$ cat src/shared/dtz_cfg.svh
// Behaviour
// - decode touch-for-load: opcode 31, xo 278
// - decode touch-for-store: opcode 31, xo 246
// - decode clear-block: opcode 31, xo 1014
// - address is index plus base, or zero base
// - touch to inhibited block completes as no-op
// - touches never raise alignment exception
// - locked mode: touch miss fills normal cache
// - touch translation fault suppresses fetch silently
// - touch skips referenced/changed bit update
// - touch fetch optional, drop invisible
// - touches differ only in bus type
// - clear-block treated as store everywhere
// - clear hit zeroes line, marks modified
// - clear miss allocates zeroed line, no read
// - inhibited/write-through clear: zero memory or exception
// - coherent clear issues bus kill transaction
`ifndef DTZ_CFG_SVH
`define DTZ_CFG_SVH

`define DTZ_PRIMARY_OP 6'h1F
`define DTZ_XO_TOUCH_LD 10'h116
`define DTZ_XO_TOUCH_ST 10'h0F6
`define DTZ_XO_ZERO 10'h3F6
`define DTZ_BLOCK_BYTES 32

`define DTZ_REG_CTRL 12'h000
`define DTZ_REG_STATUS 12'h004
`define DTZ_REG_DROPS 12'h008
`define DTZ_REG_ZEROS 12'h00C

`define DTZ_CTRL_LCE 0
`define DTZ_CTRL_TOUCH_EN 1
`define DTZ_CTRL_ZMEM 2
`define DTZ_CTRL_RESET 32'h0000_0002

`define DTZ_ST_BUSY 0
`define DTZ_ST_EXC 1
`define DTZ_ST_DSI 2

`endif

$ cat src/shared/dtz_pkg.sv
package dtz_pkg;
	typedef enum logic [1:0] {
		DTZ_OP_NONE,
		DTZ_OP_TOUCH_LD,
		DTZ_OP_TOUCH_ST,
		DTZ_OP_ZERO
	} dtz_op_t;

	typedef enum logic [1:0] {
		DTZ_BUS_READ,
		DTZ_BUS_READ_MOD,
		DTZ_BUS_KILL,
		DTZ_BUS_ZERO_WRITE
	} dtz_bus_t;

	typedef enum logic {
		DTZ_COP_FILL,
		DTZ_COP_ZERO
	} dtz_cop_t;

	typedef enum logic [2:0] {
		DTZ_S_IDLE,
		DTZ_S_XLAT,
		DTZ_S_BUS,
		DTZ_S_CACHE,
		DTZ_S_DONE
	} dtz_state_t;
endpackage

$ cat src/dtz_decode.sv
`timescale 1ns/1ps
`include "dtz_cfg.svh"
module dtz_decode
	import dtz_pkg::*;
#(
	parameter int BLOCK_BYTES = `DTZ_BLOCK_BYTES
)(
	// instruction and operands
	input wire logic [31:0] instr,
	input wire logic [31:0] base_gpr,
	input wire logic [31:0] index_gpr,
	// decoded result
	output dtz_op_t op,
	output logic [31:0] effective_address,
	output logic [31:0] block_address
);
	localparam int OFS_W = $clog2(BLOCK_BYTES);

	logic primary_ok;
	logic [9:0] xo;
	logic [4:0] base_field;
	logic [4:0] mid_field;

	assign primary_ok = instr[31:26] == `DTZ_PRIMARY_OP;
	assign mid_field = instr[25:21];
	assign base_field = instr[20:16];
	assign xo = instr[10:1];

	// bits 6..10 must be zero for all three; bit 31 for touches
	always_comb
	begin
		op = DTZ_OP_NONE;
		if (primary_ok && mid_field == 5'h00)
		begin
			if (xo == `DTZ_XO_TOUCH_LD && !instr[0])
				op = DTZ_OP_TOUCH_LD;
			else if (xo == `DTZ_XO_TOUCH_ST && !instr[0])
				op = DTZ_OP_TOUCH_ST;
			else if (xo == `DTZ_XO_ZERO)
				op = DTZ_OP_ZERO;
		end
	end

	// field value zero selects a literal zero, not register zero
	assign effective_address = (base_field == 5'h00 ? 32'h0000_0000
		: base_gpr) + index_gpr;

	// same block size used for alignment and the zeroing span
	assign block_address = {effective_address[31:OFS_W],
		{OFS_W{1'b0}}};
endmodule

$ cat src/dtz_block_ops.sv
// Our own choices: the register addresses and register access over APB.
`timescale 1ns/1ps
`include "dtz_cfg.svh"
module dtz_block_ops
	import dtz_pkg::*;
#(
	parameter int BLOCK_BYTES = `DTZ_BLOCK_BYTES,
	parameter int CNT_W = 16
)(
	// clock and reset
	input wire logic pclk,
	input wire logic presetn,
	// apb slave
	input wire logic psel,
	input wire logic penable,
	input wire logic pwrite,
	input wire logic [11:0] paddr,
	input wire logic [31:0] pwdata,
	output logic [31:0] prdata,
	output logic pready,
	output logic pslverr,
	// instruction issue
	input wire logic issue_valid,
	output logic issue_ready,
	input wire logic [31:0] issue_instr,
	input wire logic [31:0] base_gpr,
	input wire logic [31:0] index_gpr,
	// completion
	output logic done_valid,
	output logic done_noop,
	output logic done_align_exc,
	output logic done_dsi,
	// translation and cache lookup
	output logic xlat_req,
	output logic [31:0] xlat_ea,
	output logic xlat_store,
	output logic xlat_rc_update,
	input wire logic xlat_ack,
	input wire logic xlat_fault,
	input wire logic xlat_inhibited,
	input wire logic xlat_write_through,
	input wire logic xlat_coherent,
	input wire logic [31:0] xlat_paddr,
	input wire logic hit_locked,
	input wire logic hit_normal,
	// cache array operation
	output logic cop_valid,
	input wire logic cop_ready,
	output dtz_cop_t cop_kind,
	output logic [31:0] cop_addr,
	output logic [15:0] cop_bytes,
	output logic cop_alloc,
	output logic cop_normal_only,
	output logic cop_set_modified,
	// system bus
	output logic bus_req,
	input wire logic bus_ack,
	output dtz_bus_t bus_kind,
	output logic [31:0] bus_addr,
	output logic [15:0] bus_bytes
);
	initial
	begin
		if (BLOCK_BYTES < 4 || BLOCK_BYTES > 4096 ||
			(BLOCK_BYTES & (BLOCK_BYTES - 1)) != 0)
			$error("block size must be a power of two, 4..4096");
		if (CNT_W < 1 || CNT_W > 32)
			$error("counter width must be 1..32");
	end

	localparam logic [15:0] BLK_B = 16'(BLOCK_BYTES);

	dtz_state_t state_q;
	dtz_op_t dec_op;
	dtz_op_t op_q;
	logic [31:0] dec_ea;
	logic [31:0] dec_blk;
	logic [31:0] ea_q;
	logic [31:0] ctrl_q;
	logic [CNT_W-1:0] drops_q;
	logic [CNT_W-1:0] zeros_q;
	logic exc_q;
	logic dsi_q;
	logic noop_q;
	logic is_touch_q;
	logic is_touch;
	logic wr_en;
	logic rd_en;
	logic mapped;
	logic take;
	logic drop_now;
	logic zero_done;
	logic locked_cache_enable;
	logic touch_en;
	logic zero_mem;

	dtz_decode #(
		.BLOCK_BYTES(BLOCK_BYTES)
	) u_decode (
		.instr(issue_instr),
		.base_gpr(base_gpr),
		.index_gpr(index_gpr),
		.op(dec_op),
		.effective_address(dec_ea),
		.block_address(dec_blk)
	);

	assign locked_cache_enable = ctrl_q[`DTZ_CTRL_LCE];
	assign touch_en = ctrl_q[`DTZ_CTRL_TOUCH_EN];
	assign zero_mem = ctrl_q[`DTZ_CTRL_ZMEM];
	assign is_touch = dec_op == DTZ_OP_TOUCH_LD ||
		dec_op == DTZ_OP_TOUCH_ST;

	// apb: zero wait states, error on unmapped offsets
	assign mapped = paddr == `DTZ_REG_CTRL || paddr == `DTZ_REG_STATUS ||
		paddr == `DTZ_REG_DROPS || paddr == `DTZ_REG_ZEROS;
	assign pready = 1'b1;
	assign pslverr = psel && penable && !mapped;
	assign wr_en = psel && penable && pwrite && mapped;
	assign rd_en = psel && !penable && !pwrite;

	always_ff @(posedge pclk or negedge presetn)
	begin
		if (!presetn)
			ctrl_q <= `DTZ_CTRL_RESET;
		else if (wr_en && paddr == `DTZ_REG_CTRL)
			ctrl_q <= pwdata & 32'h0000_0007;
	end

	// read data captured in setup so it is stable in the access phase
	always_ff @(posedge pclk or negedge presetn)
	begin
		if (!presetn)
			prdata <= 32'h0000_0000;
		else if (rd_en)
		begin
			unique case (paddr)
				`DTZ_REG_CTRL: prdata <= ctrl_q;
				`DTZ_REG_STATUS: prdata <= {29'h0000_0000, dsi_q, exc_q,
					state_q != DTZ_S_IDLE};
				`DTZ_REG_DROPS: prdata <= 32'(drops_q);
				`DTZ_REG_ZEROS: prdata <= 32'(zeros_q);
				default: prdata <= 32'h0000_0000;
			endcase
		end
	end

	assign issue_ready = state_q == DTZ_S_IDLE;
	assign take = issue_valid && issue_ready;
	assign xlat_req = state_q == DTZ_S_XLAT;
	assign bus_req = state_q == DTZ_S_BUS;
	assign cop_valid = state_q == DTZ_S_CACHE;
	assign done_valid = state_q == DTZ_S_DONE;
	assign done_noop = noop_q;
	assign done_align_exc = exc_q;
	assign done_dsi = dsi_q;
	assign xlat_ea = ea_q;

	// translation sees the clear as a store, touches as loads
	assign xlat_store = op_q == DTZ_OP_ZERO;
	// touches leave referenced/changed bits alone
	assign xlat_rc_update = op_q == DTZ_OP_ZERO;

	// dropped touch: disabled, faulted or inhibited
	assign drop_now = (take && is_touch && !touch_en) || (xlat_req &&
		xlat_ack && is_touch_q && (xlat_fault || xlat_inhibited));
	assign zero_done = cop_valid && cop_ready && cop_kind == DTZ_COP_ZERO;

	always_ff @(posedge pclk or negedge presetn)
	begin
		if (!presetn)
		begin
			state_q <= DTZ_S_IDLE;
			op_q <= DTZ_OP_NONE;
			ea_q <= 32'h0000_0000;
			is_touch_q <= 1'b0;
			noop_q <= 1'b0;
			exc_q <= 1'b0;
			dsi_q <= 1'b0;
		end
		else
		begin
			unique case (state_q)
				DTZ_S_IDLE:
					if (take)
					begin
						op_q <= dec_op;
						ea_q <= dec_ea;
						is_touch_q <= is_touch;
						exc_q <= 1'b0;
						dsi_q <= 1'b0;
						noop_q <= dec_op == DTZ_OP_NONE ||
							(is_touch && !touch_en);
						// dropping a hint is invisible to software
						if (dec_op == DTZ_OP_NONE || (is_touch && !touch_en))
							state_q <= DTZ_S_DONE;
						else
							state_q <= DTZ_S_XLAT;
					end
				DTZ_S_XLAT:
					if (xlat_ack)
					begin
						if (is_touch_q)
						begin
							// faults and inhibited pages end quietly
							if (xlat_fault || xlat_inhibited)
							begin
								noop_q <= 1'b1;
								state_q <= DTZ_S_DONE;
							end
							else if (hit_locked || hit_normal)
								state_q <= DTZ_S_DONE;
							else
								state_q <= DTZ_S_BUS;
						end
						else if (xlat_fault)
						begin
							dsi_q <= 1'b1;
							state_q <= DTZ_S_DONE;
						end
						else if (xlat_inhibited || xlat_write_through)
						begin
							if (zero_mem)
								state_q <= DTZ_S_BUS;
							else
							begin
								exc_q <= 1'b1;
								state_q <= DTZ_S_DONE;
							end
						end
						// coherent line: kill other copies before zeroing
						else if (xlat_coherent)
							state_q <= DTZ_S_BUS;
						else
							state_q <= DTZ_S_CACHE;
					end
				DTZ_S_BUS:
					if (bus_ack)
					begin
						if (bus_kind == DTZ_BUS_ZERO_WRITE)
							state_q <= DTZ_S_DONE;
						else
							state_q <= DTZ_S_CACHE;
					end
				DTZ_S_CACHE:
					if (cop_ready)
						state_q <= DTZ_S_DONE;
				DTZ_S_DONE:
					state_q <= DTZ_S_IDLE;
			endcase
		end
	end

	// bus request fields, set once translation answers
	always_ff @(posedge pclk or negedge presetn)
	begin
		if (!presetn)
		begin
			bus_kind <= DTZ_BUS_READ;
			bus_addr <= 32'h0000_0000;
			bus_bytes <= 16'h0000;
		end
		else if (xlat_req && xlat_ack)
		begin
			bus_addr <= {xlat_paddr[31:$clog2(BLOCK_BYTES)],
				{$clog2(BLOCK_BYTES){1'b0}}};
			bus_bytes <= BLK_B;
			// the two touches differ only in intent on the bus
			if (op_q == DTZ_OP_TOUCH_ST)
				bus_kind <= DTZ_BUS_READ_MOD;
			else if (op_q == DTZ_OP_TOUCH_LD)
				bus_kind <= DTZ_BUS_READ;
			else if (xlat_inhibited || xlat_write_through)
				bus_kind <= DTZ_BUS_ZERO_WRITE;
			else
				bus_kind <= DTZ_BUS_KILL;
		end
	end

	// cache operation fields
	always_ff @(posedge pclk or negedge presetn)
	begin
		if (!presetn)
		begin
			cop_kind <= DTZ_COP_FILL;
			cop_addr <= 32'h0000_0000;
			cop_bytes <= 16'h0000;
			cop_alloc <= 1'b0;
			cop_normal_only <= 1'b0;
			cop_set_modified <= 1'b0;
		end
		else if (xlat_req && xlat_ack)
		begin
			cop_addr <= {xlat_paddr[31:$clog2(BLOCK_BYTES)],
				{$clog2(BLOCK_BYTES){1'b0}}};
			cop_bytes <= BLK_B;
			if (is_touch_q)
			begin
				cop_kind <= DTZ_COP_FILL;
				cop_alloc <= 1'b1;
				// locked mode: a miss in both goes to the normal part
				cop_normal_only <= locked_cache_enable;
				cop_set_modified <= 1'b0;
			end
			else
			begin
				// zero without a memory read; hit or allocate
				cop_kind <= DTZ_COP_ZERO;
				cop_alloc <= !(hit_locked || hit_normal);
				cop_normal_only <= locked_cache_enable &&
					!hit_locked;
				cop_set_modified <= 1'b1;
			end
		end
	end

	always_ff @(posedge pclk or negedge presetn)
	begin
		if (!presetn)
			drops_q <= '0;
		else if (wr_en && paddr == `DTZ_REG_DROPS)
			drops_q <= '0;
		else if (drop_now)
			drops_q <= drops_q + 1'b1;
	end

	always_ff @(posedge pclk or negedge presetn)
	begin
		if (!presetn)
			zeros_q <= '0;
		else if (wr_en && paddr == `DTZ_REG_ZEROS)
			zeros_q <= '0;
		else if (zero_done)
			zeros_q <= zeros_q + 1'b1;
	end
endmodule

$ cat config.mk
export PLATFORM = sky130hd
export DESIGN_NAME = dtz_block_ops
export DESIGN_NICKNAME = d
export VERILOG_FILES = /design/src/shared/dtz_pkg.sv /design/src/dtz_decode.sv /design/src/dtz_block_ops.sv
export VERILOG_INCLUDE_DIRS = /design/src /design/src/shared
export SDC_FILE = /design/constraint.sdc
export NUM_CORES = 1
export LEC_CHECK = 0
export ABC_AREA = 1
export BUFFER_PORTS_ARGS = -buffer_cell sky130_fd_sc_hd__buf_2
export CAP_MARGIN = 20
export CORE_AREA = 2 2 182 184
export DETAILED_ROUTE_END_ITERATION = 6
export DIE_AREA = 0 0 184 186
export PLACE_DENSITY = 0.53
export SYNTH_ARGS = -nofsm -noshare
export SYNTH_HDL_FRONTEND = slang
export SYNTH_SLANG_ARGS = --single-unit
$ cat constraint.sdc
create_clock -name pclk -period 2.3 [get_ports pclk]
set_clock_uncertainty 0.15 [all_clocks]
set_input_delay 0.23 -clock pclk [delete_from_list [all_inputs] [get_ports pclk]]
set_output_delay 0.23 -clock pclk [all_outputs]
set_load 0.1 [all_outputs]
==> flow_summary.json, run 1 <==
{
  "status": "finished clean",
  "cts_buffer_depth": 2,
  "portBuffers": 268,
  "netlist.area_leader.share": 0.3350,
  "postCtsSetupRepairBufs": 0,
  "tns_ps": 0,
  "ir_worst_vdd_mv": 1.390,
  "drc": 0,
  "maxCapViolCount": 0,
  "grt_max_degree": 52,
  "avgSynthCellArea_um2": 6.746,
  "critPathRequiredTime_ps": 2470,
  "netlist_area_um2": 9263,
  "cts_tree": "yes",
  "synth-main-ff-cell": "dfrtp_1",
  "finalPower_mw": 16.33,
  "synth.distinct_cells": 49,
  "grt_antenna_before_repair": 0,
  "hold_depth": 3,
  "start_util": 0.2876,
  "clk_pin_slew_ps": 70,
  "finalCriticalPeriod_ps": 2186,
  "final_core_util": 0.3772,
  "gp_congestion": 0.8765,
  "crit_fanout": 3,
  "leakage_nw": 7.006,
  "clock-sinks": 125,
  "place_inst": 2066,
  "ys_seq_elements": 125,
  "setup_ws_ps": 114.2,
  "rows": 66,
  "seqCellArea_um2": 3131,
  "max_slew.worst_pin.slew_ps": 857.9,
  "ys_seq_area_frac": 0.3378,
  "pin_count": 365,
  "worstSetupEndpointType": "flop",
  "track_usage": 0.1748,
  "die_h_um": 186,
  "slew_headroom": 0.4272,
  "r2r_cells": 9,
  "place_ws_ps": -332.8,
  "detail-route-antenna-nets": 0,
  "drv_slew": 0,
  "root_buffer": "clkbuf_16",
  "antenna_cells": 0,
  "avgViaCountPerCell": 4.449,
  "synth_edf_count": 0,
  "powerDensity_nw_per_um2": 1344,
  "cts_htree_levels": 4,
  "core_area_um2": 32210,
  "synth.top_cells.by_area": "dfrtp_1, nand2_1, inv_1",
  "hold_class": "input pin to flop",
  "nets": 1937,
  "ys_warn_count": 0,
  "finalNonFillerCells": 2133,
  "vias": 9489,
  "post-dp-hpwl_um": 23810,
  "grt_overflow": 0,
  "finalCritPeriodShare": 0.9503,
  "drive_gt1_frac": 0.2464,
  "grt_pass1_vias": 9070,
  "wl_per_cell_um": 14.07,
  "fillers": 3475,
  "multiInputGateArea_um2": 4856,
  "finalHoldViolCount": 0,
  "max_freq_ghz": 0.4575,
  "finalSetupViolations": 0,
  "fp.dieW_um": 184,
  "synth_area_leader_cell": "dfrtp_1",
  "synth-async-reset-ratio": 1.000,
  "grt_pass1_wl_um": 46640,
  "clkLatencyLatePin_ps": 430,
  "most-common-layout-cells": "nand2_1, buf_2, inv_1, dfrtp_1, nor2_1",
  "syn_inst": 1373,
  "drt_iter0_markers": 539,
  "arrival_ps": 2350,
  "totalWireLength_um": 30020,
  "start_kind": "input pin",
  "dieArea_um2": 34220,
  "cts_buffers": 17,
  "critical_path_class": "input pin to flop",
  "syn2layout_area_growth_pct": 31.14,
  "firstDrtPassIters": 5,
  "final_common_cell": "nand2_1"
}
-- cell families after synthesis --
| kind of cell | synth area share |
|---|---|
| other | 0.0008108 |
| adder cells (fa/ha/maj) | 0.05214 |
| buffers and inverters | 0.1680 |
| AO/OA/AOI/OAI | 0.08888 |
| AND/OR/NAND/NOR | 0.3353 |
| XOR/XNOR | 0.01702 |
| flip-flops | 0.3378 |
-- final timing paths --
check / start / to / slack (ps)
min in group asynchronous: presetn / zeros_q[10] / 170
max in group asynchronous: presetn / ctrl_q[1] / 1100
setup reg to reg: state_q[1] / drops_q[3] / 270
hold reg to reg: xlat_ea[2] / xlat_ea[2] / 330
hold / removal: hit_normal / cop_alloc / 20
setup / recovery: index_gpr[0] / xlat_ea[24] / 110
-- through the flow --
stage	hold slack, ps	cell area, um^2
floorplan	-215.6	9495
global placement	69.85	11160
detailed placement	66.44	11160
CTS	17.76	12100
global route	30.00	12150
finish	19.50	12150
-- report_power, final --
part           internal [mW]  total, mW  leakage (nW)  switching (mW)
Clock                   1.56       2.78         0.284            1.22
Combinational           1.61       10.1          5.21            8.48
Sequential              2.90       3.45          1.51           0.551
-- synth_stat cells, types with 2 or more instances --
cell type / n
inv_2: 4
a21oi_1: 44
o21bai_1: 4
nor3_1: 23
nor4_1: 2
nor2_1: 104
o21ai_2: 10
o21ai_1: 4
xor2_1: 8
ha_1: 37
nor2_2: 3
nand2_1: 467
inv_1: 203
xnor2_1: 10
or2_2: 5
nand3_1: 82
clkbuf_1: 15
o21ai_0: 33
nand2_4: 2
nand4_1: 28
dfrtp_1: 124
a31oi_1: 4
o22ai_1: 16
buf_6: 2
nor3_4: 2
nand3b_1: 4
conb_1: 2
a22o_1: 13
nor3_2: 3
and3_1: 2
and2_1: 3
buf_4: 89
buf_2: 5
-- repair_timing --
action,in CTS,in global routing
endpoints found under the setup margin,0,24
hold buffers,35,0
endpoints found under the hold margin,75,0
resized for setup,0,14
-- cell type report --
type	instances	area share
Clock buffer	18	0.03616
Clock inverter	14	0.01226
Tap cell	408	0.04203
Inverter	208	0.06448
Sequential cell	125	0.2577
Multi-Input combinational cell	983	0.3998
Timing Repair Buffer	377	0.1876
-- worst max-delay path, stage by stage --
cell           delay (ps)
dlygate4sd3_1         530
buf_2                 120
ha_2                  200
inv_1                  60
fa_1                  380
inv_1                  80
nand3_1                80
nand3_2               100
nand2_1                90
nand2_2                90
nand2_1                70
nand3_1                80
nand2_1                50
nand3_1               120
nand2_1                70
-- flip-flops by register name (all words and copies together) (netlist names) --
name,count
done_noop,1
state_q,3
cop_alloc,1
cop_set_modified,1
xlat_ea,32
cop_normal_only,1
bus_kind,2
cop_bytes,1
is_touch_q,1
op_q,2
prdata,16
drops_q,16
zeros_q,16
cop_addr,27
ctrl_q,3
done_dsi,1
done_align_exc,1
-- per-layer routing --
layer / up-vias / routed length [um] / global-route usage / share of wire
li1: 4874 / - / - / -
met1: 4322 / 13310 / 0.2167 / 0.44
met5: - / 0 / 0 / 0
met4: 0 / 692 / 0.05888 / 0.023
met2: 263 / 14540 / 0.3063 / 0.48
met3: 30 / 1480 / 0.03052 / 0.049
No activity file was read; power rests on OpenSTA's default activity.
==> run 2: changes to the inputs <==
Settings changed: ABC_AREA 1 to not set, CORE_AREA 2 2 182 184 to 2 2 173 175, DIE_AREA 0 0 184 186 to 0 0 175 177, PLACE_DENSITY 0.53 to 0.54.
==> flow_summary.json, run 2 <==
{
  "core_area_um2": 29240,
  "finalCriticalPeriod_ps": 2889,
  "cts_tree": "yes",
  "cts_buffers": 17,
  "r2r_slack_ps": -150,
  "placed_area_um2": 10880,
  "clkLatencyLatePin_ps": 410,
  "synth_area_leader_cell": "dfrtp_1",
  "ys_seq_area_frac": 0.3770,
  "firstDrtPassIters": 5,
  "violations": "setup timing",
  "ys_warn_count": 0,
  "routed.top_layer": "met4",
  "grt_max_degree": 43,
  "netlist.area_leader.share": 0.3738,
  "cts_htree_levels": 4,
  "dieArea_um2": 30980,
  "finalCritPeriodShare": 1.256,
  "clockPowerShare": 0.318,
  "fillers": 2861,
  "yosys-top-cells-count": "nand2_1, dfrtp_1, buf_4",
  "finalHoldViolCount": 0,
  "p_int_mw": 4.786,
  "combPwrFrac": 0.389,
  "start_kind": "input pin",
  "synth-async-reset-ratio": 1.000,
  "detail-route-antenna-nets": 0,
  "most-common-layout-cells": "buf_2, nand2_1, buf_4, dfrtp_1, nor2_1",
  "largest_register_ff_count": 32,
  "wl_met3_um": 1382,
  "max_slew.worst_pin.slew_ps": 552.5,
  "worstSetupEndpointType": "flop",
  "hold_class": "input pin to flop",
  "wl_met2_um": 13700,
  "fin_area_um2": 12810,
  "clock-sinks": 125,
  "p_switching_mw": 3.468,
  "synth.top_cells.by_area": "dfrtp_1, nand2_1, buf_4",
  "p_seq_frac": 0.293,
  "crit_fanout": 7,
  "totalWireLength_um": 27430,
  "pin_count": 365,
  "rsz0062_at_grt": "yes",
  "grt_antenna_before_repair": 0,
  "finalSetupViolations": 44,
  "synth-main-ff-cell": "dfrtp_1",
  "avgViaCountPerCell": 4.583,
  "grt_pass1_vias": 8198,
  "netlist_area_um2": 8300,
  "track_usage": 0.1741,
  "die_h_um": 177,
  "min-delay-start": "paddr[10]",
  "arrival_ps": 3030,
  "status": "complete, but fails checks",
  "cts_buffer_depth": 2,
  "avgSynthCellArea_um2": 8.496,
  "timing.rr.end": "drops_q[14]",
  "root_buffer": "clkbuf_16",
  "hold_depth": 4,
  "syn_inst": 977,
  "gp_congestion": 0.8270,
  "start_util": 0.2838,
  "fp.dieW_um": 175,
  "ir_worst_vdd_mv": 0.4758,
  "antenna_cells": 0,
  "synth_edf_count": 0,
  "critPathRequiredTime_ps": 2440,
  "syn2layout_area_growth_pct": 54.33,
  "hold_end": "prdata[0]",
  "setup_ws_ps": -589.3,
  "rows": 63,
  "vias": 8281,
  "drc": 0,
  "critical_path_class": "input pin to flop",
  "ys_seq_elements": 125,
  "grt_pass1_wl_um": 42840,
  "met1_length_um": 11770,
  "drv_slew": 0,
  "clk_pin_slew_ps": 60,
  "portBuffers": 268,
  "grt_overflow": 0,
  "synth.distinct_cells": 68,
  "final_common_cell": "buf_2",
  "synth.most_common_cell": "nand2_1",
  "post-dp-hpwl_um": 20480,
  "max_freq_ghz": 0.3461,
  "leakage_nw": 6.567,
  "reg2reg_from": "state_q[2]",
  "r2r_cells": 7,
  "swShare": 0.4201,
  "maxCapViolCount": 0,
  "drt_iter0_markers": 399,
  "nets": 1629,
  "wl_per_cell_um": 15.18,
  "powerDensity_nw_per_um2": 644.4,
  "final_core_util": 0.4380,
  "drive_gt1_frac": 0.4382,
  "slew_headroom": 0.6278
}
==> run 2: kinds of logic (layout without fill, tap and decap cells) <==
kind of cell | count (synthesis) | count (layout) | synth area share
simple gates | 412 | 412 | 0.2368
compound gates | 179 | 179 | 0.1361
other cells | 2 | 57 | 0.0009048
flops | 125 | 125 | 0.3770
mux | 25 | 25 | 0.03512
buf+inv | 150 | 535 | 0.1073
xor+xnor | 46 | 46 | 0.04854
fa+ha+maj | 38 | 38 | 0.05818
==> run 2: worst max-delay path by stage <==
stage                  end  cells past startpoint  slack, ps             from
2_1_floorplan  xlat_ea[19]                     12       -820  issue_instr[16]
3_3_place_gp   xlat_ea[25]                     12      -1000  issue_instr[16]
3_5_place_dp   xlat_ea[19]                     13      -1060  issue_instr[16]
4_1_cts        xlat_ea[28]                     14       -560  issue_instr[16]
5_1_grt        xlat_ea[21]                     15       -680  issue_instr[16]
6_report       xlat_ea[28]                     14       -590  issue_instr[16]
==> run 2: area by class of cell <==
| type | instances | area [um^2] | share of cell area |
|---|---|---|---|
| tap | 390 | 488.0 | 0.03809 |
| inverter | 18 | 67.56 | 0.005274 |
| sequential | 125 | 3129 | 0.2443 |
| clock buffer | 18 | 429.2 | 0.03350 |
| multi-input combinational | 757 | 5258 | 0.4104 |
| clock inverter | 14 | 136.4 | 0.01065 |
| timing repair buffer | 485 | 3302 | 0.2578 |
==> run 2: timing repair <==
item,4_1_cts,5_1_grt
endpoints found under the setup margin,44,51
endpoints found under the hold margin,141,0
gates cloned,1,0
pin swaps,56,65
buffers inserted,26,20
gates resized for setup,81,61
hold buffers,36,0
==> run 2: per-stage QoR <==
step	setup TNS [ps]	setup WS (ps)	total power, mW	instances	hold WS, ps
3_5_place_dp	-38060	-1064	5.344	1697	41.58
2_1_floorplan	-21540	-820.4	4.613	1032	-215.6
6_report	-16250	-589.3	8.254	1807	35.49
4_1_cts	-15670	-555.5	8.224	1789	19.14
3_3_place_gp	-36180	-995.6	5.333	1697	38.61
5_1_grt	-20500	-675.9	8.615	1807	69.95
==> run 2: layer usage <==
metal  up-vias  global-route usage
met1      3914              0.2119
met3        30             0.02985
met2       251              0.3113
met4         0             0.05833
met5         -                   0
li1       4086                   -
==> run 2: worst max-delay path: stages <==
cell and delay, ps:
buf_6 90, or4_4 550, nor2_4 120, buf_12 140, nor2b_1 50, ha_1 310, buf_6 130, o211ai_1 230
a21oi_2 90, o21ai_2 160, a211o_1 220, a211oi_2 100, or3_1 320, a221o_1 290
==> run 2: power groups by stage <==
stage | logic (mW) | clock network [mW] | registers, mW
floorplan | 1.20 | 0 | 3.41
global placement | 2.88 | 0 | 2.46
detailed placement | 2.88 | 0 | 2.46
CTS | 3.10 | 2.70 | 2.42
global route | 3.38 | 2.80 | 2.43
finish | 3.21 | 2.62 | 2.42
